--- src/mic_pkg.sv ---
// Package for the magnetometer interrupt controller: register offsets,
// field positions, reset values and widths.
// Assumes an 8-bit register port driven by the sensor's serial interface.
package mic_pkg;

    // ************************************************************
    // Register offsets
    // ************************************************************
    localparam logic [7:0] MIC_ADDR_DATA_LO = 8'h42;
    localparam logic [7:0] MIC_ADDR_RES_LSB = 8'h48;
    localparam logic [7:0] MIC_ADDR_FLAGS = 8'h4a;
    localparam logic [7:0] MIC_ADDR_CTRL = 8'h4d;
    localparam logic [7:0] MIC_ADDR_PIN = 8'h4e;
    localparam logic [7:0] MIC_ADDR_LOWER = 8'h4f;
    localparam logic [7:0] MIC_ADDR_UPPER = 8'h50;

    // ************************************************************
    // Field positions
    // ************************************************************
    // Control register 0x4d
    localparam int MIC_CTRL_OVF_EN = 6;
    localparam int MIC_CTRL_AXIS_LO = 0;
    localparam int MIC_CTRL_AXIS_HI = 3;
    // Pin register 0x4e
    localparam int MIC_PIN_NEW_EN = 7;
    localparam int MIC_PIN_INT_EN = 6;
    localparam int MIC_PIN_NEW_POL = 2;
    localparam int MIC_PIN_LATCH = 1;
    localparam int MIC_PIN_INT_POL = 0;
    // Flags register 0x4a: low flags x,y,z at 0..2, high at 3..5
    localparam int MIC_FLG_LOW = 0;
    localparam int MIC_FLG_HIGH = 3;
    localparam int MIC_FLG_OVF = 6;

    // ************************************************************
    // Reset values
    // ************************************************************
    localparam logic [7:0] MIC_CTRL_RST = 8'h3f;
    localparam logic [7:0] MIC_PIN_RST = 8'h07;
    localparam logic [7:0] MIC_LIMIT_RST = 8'h00;

    // ************************************************************
    // Data widths and saturation codes
    // ************************************************************
    localparam int MIC_XY_W = 13;
    localparam int MIC_Z_W = 15;
    localparam int MIC_RES_W = 14;
    localparam int MIC_THR_SHIFT = 4;
    localparam logic [MIC_XY_W-1:0] MIC_XY_SAT = 13'h1000;
    localparam logic [MIC_Z_W-1:0] MIC_Z_SAT = 15'h4000;

endpackage : mic_pkg
--- src/mic_cmp.sv ---
// Threshold comparator for one axis value against the two limits.
// Assumes the value is two's complement of width W, W at least 13.
`timescale 1ns/10ps

module mic_cmp
    import mic_pkg::*;
#(
    parameter int W = 13,
    parameter bit SKIP_SAT = 1'b1
)
(
    // Axis value
    input wire logic [W-1:0] value,
    input wire logic [W-1:0] sat_code,
    // Limits
    input wire logic [7:0] lower_limit,
    input wire logic [7:0] upper_limit,
    // Results
    output logic below,
    output logic above
);

    // Sign-extend the limit, then scale by sixteen
    function automatic logic signed [W-1:0] scale_limit(input logic [7:0] lim);
        logic signed [W-1:0] ext;
        ext = W'(signed'(lim));
        scale_limit = ext <<< MIC_THR_SHIFT;
    endfunction : scale_limit

    logic signed [W-1:0] sval;
    logic is_sat;

    always_comb
    begin
        sval = signed'(value);
        is_sat = SKIP_SAT && (value == sat_code);
        below = (sval < scale_limit(lower_limit)) && !is_sat;
        above = sval > scale_limit(upper_limit);
    end

endmodule : mic_cmp

--- src/mic_ctrl.sv ---
// Magnetometer interrupt controller: threshold, overflow and new-sample
// engines, status flags and the two interrupt pins.
// Assumes a byte register port from the serial interface and a one-cycle
// store pulse from the measurement sequencer with a full sample set.
`timescale 1ns/10ps

module mic_ctrl
    import mic_pkg::*;
(
    // Clock and reset
    input wire logic clk,
    input wire logic rst,
    // Measurement sequencer
    input wire logic sample_store,
    input wire logic [MIC_XY_W-1:0] raw_x,
    input wire logic [MIC_XY_W-1:0] raw_y,
    input wire logic [MIC_Z_W-1:0] raw_z,
    input wire logic [MIC_RES_W-1:0] raw_res,
    input wire logic [2:0] axis_ovf,
    // Register port
    input wire logic reg_wr,
    input wire logic reg_rd,
    input wire logic [7:0] reg_addr,
    input wire logic [7:0] reg_wdata,
    output logic [7:0] reg_rdata,
    // Transaction end: stop condition or chip select rising
    input wire logic xfer_end,
    // Stored field data
    output logic [MIC_XY_W-1:0] field_x_value,
    output logic [MIC_XY_W-1:0] field_y_value,
    output logic [MIC_Z_W-1:0] field_z_value,
    output logic [MIC_RES_W-1:0] plate_resistance_value,
    // Interrupt pins
    output logic int_pin_o,
    output logic int_pin_oe,
    output logic new_sample_pin_o,
    output logic new_sample_pin_oe
);

    // ************************************************************
    // State
    // ************************************************************
    typedef struct packed {
        logic [MIC_XY_W-1:0] x;
        logic [MIC_XY_W-1:0] y;
        logic [MIC_Z_W-1:0] z;
        logic [MIC_RES_W-1:0] res;
        logic [7:0] ctrl;
        logic [7:0] pin;
        logic [7:0] lower;
        logic [7:0] upper;
        logic [2:0] low_flg;
        logic [2:0] high_flg;
        logic ovf_flg;
        logic new_flg;
        logic data_read;
        logic [7:0] rdata;
        logic int_o;
        logic new_o;
    } mic_state_t;

    mic_state_t st_r;
    mic_state_t st_nxt;

    // ************************************************************
    // Comparators on the incoming sample
    // ************************************************************
    logic [MIC_XY_W-1:0] sat_x;
    logic [MIC_XY_W-1:0] sat_y;
    logic [MIC_Z_W-1:0] sat_z;
    logic [2:0] below;
    logic [2:0] above;

    always_comb
    begin
        sat_x = axis_ovf[0] ? MIC_XY_SAT : raw_x;
        sat_y = axis_ovf[1] ? MIC_XY_SAT : raw_y;
        sat_z = axis_ovf[2] ? MIC_Z_SAT : raw_z;
    end

    mic_cmp #(.W(MIC_XY_W), .SKIP_SAT(1'b1)) u_cmp_x (
        .value(sat_x), .sat_code(MIC_XY_SAT),
        .lower_limit(st_r.lower), .upper_limit(st_r.upper),
        .below(below[0]), .above(above[0])
    );
    mic_cmp #(.W(MIC_XY_W), .SKIP_SAT(1'b1)) u_cmp_y (
        .value(sat_y), .sat_code(MIC_XY_SAT),
        .lower_limit(st_r.lower), .upper_limit(st_r.upper),
        .below(below[1]), .above(above[1])
    );
    // Z saturation is not excluded from the low compare
    mic_cmp #(.W(MIC_Z_W), .SKIP_SAT(1'b0)) u_cmp_z (
        .value(sat_z), .sat_code(MIC_Z_SAT),
        .lower_limit(st_r.lower), .upper_limit(st_r.upper),
        .below(below[2]), .above(above[2])
    );

    // ************************************************************
    // Next state
    // ************************************************************
    logic [2:0] low_en;
    logic [2:0] high_en;
    logic ovf_en;
    logic latched;
    logic flags_rd;
    logic data_rd;
    logic int_act;

    always_comb
    begin
        st_nxt = st_r;
        low_en = ~st_r.ctrl[MIC_CTRL_AXIS_LO +: 3];
        high_en = ~st_r.ctrl[MIC_CTRL_AXIS_HI +: 3];
        ovf_en = st_r.ctrl[MIC_CTRL_OVF_EN];
        latched = st_r.pin[MIC_PIN_LATCH];
        flags_rd = reg_rd && (reg_addr == MIC_ADDR_FLAGS);
        data_rd = reg_rd && (reg_addr >= MIC_ADDR_DATA_LO)
            && (reg_addr < MIC_ADDR_FLAGS);

        // Register writes; data and status are read-only
        if (reg_wr)
        begin
            case (reg_addr)
                MIC_ADDR_CTRL: st_nxt.ctrl = reg_wdata;
                MIC_ADDR_PIN: st_nxt.pin = reg_wdata;
                MIC_ADDR_LOWER: st_nxt.lower = reg_wdata;
                MIC_ADDR_UPPER: st_nxt.upper = reg_wdata;
                default: st_nxt.ctrl = st_r.ctrl;
            endcase
        end

        // Latched flags drop on a status read; a store in the same cycle wins
        if (flags_rd && latched)
        begin
            st_nxt.low_flg = '0;
            st_nxt.high_flg = '0;
            st_nxt.ovf_flg = 1'b0;
        end

        // New-sample flag clears once a data read is closed by transaction end
        if (data_rd)
            st_nxt.data_read = 1'b1;
        if (xfer_end && (st_r.data_read || data_rd))
        begin
            st_nxt.data_read = 1'b0;
            st_nxt.new_flg = 1'b0;
        end

        if (sample_store)
        begin
            st_nxt.x = sat_x;
            st_nxt.y = sat_y;
            st_nxt.z = sat_z;
            st_nxt.res = raw_res;
            st_nxt.new_flg = 1'b1;
            // Disabled sources clear, enabled ones follow or accumulate
            if (latched)
            begin
                st_nxt.low_flg = (st_nxt.low_flg | below) & low_en;
                st_nxt.high_flg = (st_nxt.high_flg | above) & high_en;
                st_nxt.ovf_flg = (st_nxt.ovf_flg | (|axis_ovf)) & ovf_en;
            end
            else
            begin
                st_nxt.low_flg = below & low_en;
                st_nxt.high_flg = above & high_en;
                st_nxt.ovf_flg = (|axis_ovf) & ovf_en;
            end
        end

        // Pin levels come from the flags as they will stand next cycle
        int_act = (|st_nxt.low_flg) | (|st_nxt.high_flg) | st_nxt.ovf_flg;
        st_nxt.int_o = ~(int_act ^ st_nxt.pin[MIC_PIN_INT_POL]);
        st_nxt.new_o = ~(st_nxt.new_flg ^ st_nxt.pin[MIC_PIN_NEW_POL]);

        // Read data
        case (reg_addr)
            MIC_ADDR_RES_LSB: st_nxt.rdata = {st_r.res[5:0], 1'b0, st_r.new_flg};
            MIC_ADDR_FLAGS: st_nxt.rdata = {1'b0, st_r.ovf_flg, st_r.high_flg, st_r.low_flg};
            MIC_ADDR_CTRL: st_nxt.rdata = st_r.ctrl;
            MIC_ADDR_PIN: st_nxt.rdata = st_r.pin;
            MIC_ADDR_LOWER: st_nxt.rdata = st_r.lower;
            MIC_ADDR_UPPER: st_nxt.rdata = st_r.upper;
            default: st_nxt.rdata = 8'h00;
        endcase

        if (rst)
        begin
            st_nxt = '0;
            st_nxt.ctrl = MIC_CTRL_RST;
            st_nxt.pin = MIC_PIN_RST;
            st_nxt.lower = MIC_LIMIT_RST;
            st_nxt.upper = MIC_LIMIT_RST;
        end
    end

    always_ff @(posedge clk)
    begin
        st_r <= st_nxt;
    end

    // ************************************************************
    // Outputs
    // ************************************************************
    assign reg_rdata = st_r.rdata;
    assign field_x_value = st_r.x;
    assign field_y_value = st_r.y;
    assign field_z_value = st_r.z;
    assign plate_resistance_value = st_r.res;
    assign int_pin_o = st_r.int_o;
    assign int_pin_oe = st_r.pin[MIC_PIN_INT_EN];
    assign new_sample_pin_o = st_r.new_o;
    assign new_sample_pin_oe = st_r.pin[MIC_PIN_NEW_EN];

endmodule : mic_ctrl

--- config.mk ---
export PLATFORM = sky130hd
export DESIGN_NAME = mic_ctrl
export DESIGN_NICKNAME = d
export VERILOG_FILES = /design/src/mic_pkg.sv /design/src/mic_cmp.sv /design/src/mic_ctrl.sv
export SDC_FILE = /design/constraint.sdc
export NUM_CORES = 1
export LEC_CHECK = 0
export ABC_AREA = 1
export BUFFER_PORTS_ARGS = -buffer_cell sky130_fd_sc_hd__clkbuf_2
export CORE_ASPECT_RATIO = 2
export CORE_MARGIN = 4
export CORE_UTILIZATION = 29
export DETAILED_ROUTE_END_ITERATION = 10
export PLACE_DENSITY = 0.59
export SYNTH_ARGS = -nofsm -noshare
export SYNTH_HDL_FRONTEND = slang
export SYNTH_SLANG_ARGS = --single-unit
export TNS_END_PERCENT = 10
--- constraint.sdc ---
create_clock -name clk -period 3.5 [get_ports clk]
set_input_delay 0.7 -clock clk [delete_from_list [all_inputs] [get_ports clk]]
set_output_delay 0.7 -clock clk [all_outputs]
set_load 0.02 [all_outputs]
==> results by group <==
Hold path
  – HP Class: register to register

Pwr
  – Gate power share: between 10% and 20%
  – Cell leakage power: roughly 3.4 nW
  – Maximum vdd drop: around 0.00021 V
  – Net switching power: a little over 0.0008 W
  – Int Power: a little over 0.002 W
  – Power density over cell area: between 400 and 500 nW/um2
  – Sequential share of power: ~44%
  – Clock power share: about two fifths
  – Switching portion of total power: about 29%

Timing
  – Actual slew at the worst max-slew pin: between 0.9 and 1 ns
  – Final setup viols: 0
  – Final worst path period need: between 2 and 3 ns
  – Final hold violations: 0
  – Fin Clk Skew: 0.00709 ns
  – Setup tns final: 0 ns
  – Max-slew violations: 0
  – Unrepaired setup endpoints after global routing: no
  – Period utilization: just over 80%
  – FMAX: about 350 MHz
  – Relative slew slack: 37.6%

Worst setup path
  – Crit end category: register
  – Critical path class: input pin to register
  – Worst path most repeated cell: nand2_1
  – Worst path bufs/invs: 3
  – Startpoint types: input pin
  – Max FO, Critical Path: 8
  – Arrival @ worst endpoint: between 3 and 4 ns
  – Top cell family by delay on the critical path: simple AND/OR/NAND/NOR gates
  – Worst path required time: between 3 and 4 ns
  – Max incr delay on CP: 0.35 ns
  – Slowest cell on crit path: ha_1
  – Worst path cell trace: clkbuf_2 > nor2_1 > inv_1 > ha_1 > nand2_1 > nor2_1 > nand3_1 > nor2_1 > a21oi_1 > nand2_1 > nand2_1 > nand3_1 > nand2_1 > nand2_1 > nand3_1 > nor2_2 > nand4_1 > nand2_1 > inv_1

Global routing
  – First-pass GRT wire length: 32,500 um
  – Met1 Use GR: approximately 16%
  – Largest net degree at the start of global routing: 56
  – Grt total ovfl: 0
  – Most Used Layer, Global Route: met2
  – Met3 usage: 3.05%
  – M2 GR Usage: 34.8%
  – Antenna violations before repair: 0
  – GRT Total Usage: between 10% and 20%
  – Number of global-route vias before repair: roughly 6,000

Yosys
  – Yosys warns: 0
  – Syn Std Cell Area: around 6300 um2
  – Register area share after synthesis: about a third
  – Mapped Cells: 897
  – Register bit total from synthesis: 106
  – Post-Syn Area per Cell: between 7 and 8 um2
  – Net Count, Synth: 1,024
  – Netlist cell types: 40

Floorplan
  – Die Area: ~24,000 um2
  – Io pins: approximately 150
  – Die X-Extent: 112 um
  – Vert. Die Dim: 216 um
  – Starting Density: approximately 29%
  – Core area: about 21,000 um2
  – Row count: 76

Clocking
  – Root Driver: clkbuf_16
  – CTS resizes: 0
  – Total CTS buffers: 9
  – Post-CTS setup repair buffer count: 0
  – # hold bufs at CTS: 0
  – CTS tree: built
  – Clock Sinks: ~110
  – Clock buffer depth: 2
  – Clock transition at path regs: about 0.080 ns
  – H-tree depth: 3
  – Worst-Skew Late Latency: about 0.37 ns

Detailed routing
  – WL per Instance: 17.0 um
  – DRC viols: 0
  – ANT nets after route: 0
  – Drt first pass iters: 5
  – DRT iter0 DRCs: about 440
  – Via density: 4.86
  – Post-Route WL: roughly 21,000 um
  – Via total after detailed routing: ~6,100

Placed design
  – HPWL after DPL: about 17,000 um
  – IO Port Bufs: 146
  – GPL Wtd Cong: between 0.8 and 0.9
  – Cell Area, Placed: approximately 7000 um2

Cells and area
  – Antenna Cells: 0
  – Nets: roughly 1,100
  – Area Growth Syn to Fin: 13.5%
  – Seq. cell area: 2120 um2
  – Final Cell Area: roughly 7000 um2
  – Layout cells sized above 1: between 15 and 20%
  – Area of the multi-input gates: 3140 um2
  – Fillers: between 2,000 and 2,500

Job
  – MaxCap Viol Count: 0

Outcome
  – Status: completed
==> final timing paths <==
| check | from | endpoint | slack, ns | cells after the start |
|---|---|---|---|---|
| worst max-delay path | axis_ovf[1] | int_pin_o | 0.62 | 19 |
| worst max register to register | st_r[34] | int_pin_o | 0.98 | 17 |
| worst min-delay path | st_r[39] | st_r[39] | 0.45 | 2 |
| worst min register to register | st_r[39] | st_r[39] | 0.45 | 2 |
==> metal layers <==
metal	part of all wire, %	vias to the layer above
li1	-	3038
met1	34	2793
met2	57	170
met3	3.9	55
met4	5.2	0
met5	0	-
==> cell usage after synthesis <==
cell | n | share of area [%]
nor4_1 | 2 | 0.20
nor2_1 | 107 | 6.4
nor4b_1 | 1 | 0.14
o22ai_1 | 11 | 1.1
clkinv_1 | 3 | 0.18
clkbuf_1 | 26 | 1.6
a21oi_2 | 1 | 0.14
a32oi_1 | 1 | 0.14
nand3_2 | 1 | 0.16
nand4_1 | 12 | 1.2
inv_1 | 101 | 6.0
buf_2 | 1 | 0.080
buf_6 | 1 | 0.18
a21boi_0 | 2 | 0.24
or2_1 | 1 | 0.10
o21a_1 | 1 | 0.12
a211oi_1 | 2 | 0.24
nand3_1 | 34 | 2.7
nor3_1 | 5 | 0.40
and3_1 | 1 | 0.10
a31o_2 | 1 | 0.14
a2111oi_0 | 6 | 0.84
dfxtp_1 | 106 | 34
nor2_4 | 1 | 0.18
inv_2 | 5 | 0.30
nor3b_1 | 1 | 0.12
or2_2 | 2 | 0.20
o21ai_1 | 5 | 0.40
buf_4 | 67 | 8.0
a21oi_1 | 90 | 7.2
a21o_1 | 1 | 0.12
nand4_4 | 2 | 0.68
nand2_1 | 146 | 8.7
nor4_4 | 1 | 0.34
o21ai_0 | 94 | 7.5
o21bai_1 | 2 | 0.24
a31oi_1 | 3 | 0.30
ha_1 | 47 | 9.4
or2_0 | 1 | 0.10
nor2_2 | 2 | 0.20
==> registers in the layout, summed over array words and instances, names as in the netlist <==
name                    flops
new_sample_pin_o            1
int_pin_o                   1
reg_rdata                   8
ovf_en                      1
new_sample_pin_oe           1
field_x_value              13
int_pin_oe                  1
plate_resistance_value     14
field_z_value              15
st_r                       37
field_y_value              13
latched                     1
==> power groups by stage <==
stage / clock [W] / sequential, W / combinational, W
floorplan: 0 / 0.00129 / 0.000330
global route: 0.00121 / 0.00128 / 0.000503
detailed placement: 0 / 0.00130 / 0.000452
global placement: 0 / 0.00130 / 0.000450
CTS: 0.00117 / 0.00127 / 0.000454
finish: 0.00114 / 0.00127 / 0.000449
==> cells by family (layout without fill, tap and decap cells) <==
logic type | Yosys count | in the layout | synth area share, %
AND/OR/NAND/NOR | 320 | 320 | 21.9
AO/OA/AOI/OAI | 220 | 220 | 18.7
buffers and inverters | 204 | 280 | 16.3
flip-flops | 106 | 106 | 33.8
adder cells (fa/ha/maj) | 47 | 47 | 9.36
==> metrics by stage <==
step / hold slack, ns / worst slack [ns] / utilization [%] / instances / power (W)
after floorplan: 0.425 / 0.856 / - / 897 / 0.00162
after global placement: 0.435 / 0.154 / 31.7 / 1230 / 0.00175
after detailed placement: 0.439 / 0.191 / 31.7 / 1230 / 0.00175
after CTS: 0.450 / 0.590 / 33.2 / 1246 / 0.00290
after global routing: 0.470 / 0.310 / 33.2 / 1246 / 0.00299
final: 0.450 / 0.620 / 33.2 / 1246 / 0.00286
==> worst register-to-register path: stages (launching register included) <==
cell and delay (ns):
dfxtp_1 0.31, inv_1 0.20, ha_1 0.43, nand2_1 0.08, nor2_1 0.24, nand3_1 0.11
nor2_1 0.14, a21oi_1 0.10, nand2_1 0.06, nand2_1 0.04, nand3_1 0.15, nand2_1 0.07
nand2_1 0.08, nand3_1 0.08, nor2_2 0.14, nand4_1 0.09, nand2_1 0.09, inv_1 0.03
==> area by class of cell <==
type | count | share of cell area [%]
clock buffer | 10 | 3.21
timing repair buffer | 155 | 11.2
tap | 273 | 4.79
clock inverter | 6 | 1.33
sequential | 106 | 29.7
inverter | 109 | 5.74
multi-input combinational | 587 | 44.0
==> cell usage in the layout, fill, tap and decap left out, types with 5 or more instances in the layout <==
| master | count |
|---|---|
| clkbuf_2 | 146 |
| inv_1 | 100 |
| a2111oi_0 | 6 |
| nand3_1 | 34 |
| nor3_1 | 5 |
| dfxtp_1 | 106 |
| o21ai_0 | 94 |
| nand4_1 | 12 |
| o21ai_1 | 5 |
| inv_2 | 6 |
| a21oi_1 | 90 |
| nand2_1 | 146 |
| nor2_1 | 107 |
| o22ai_1 | 11 |
| clkbuf_16 | 9 |
| buf_4 | 9 |
| ha_1 | 47 |
Power figures use the tool's default switching activity.
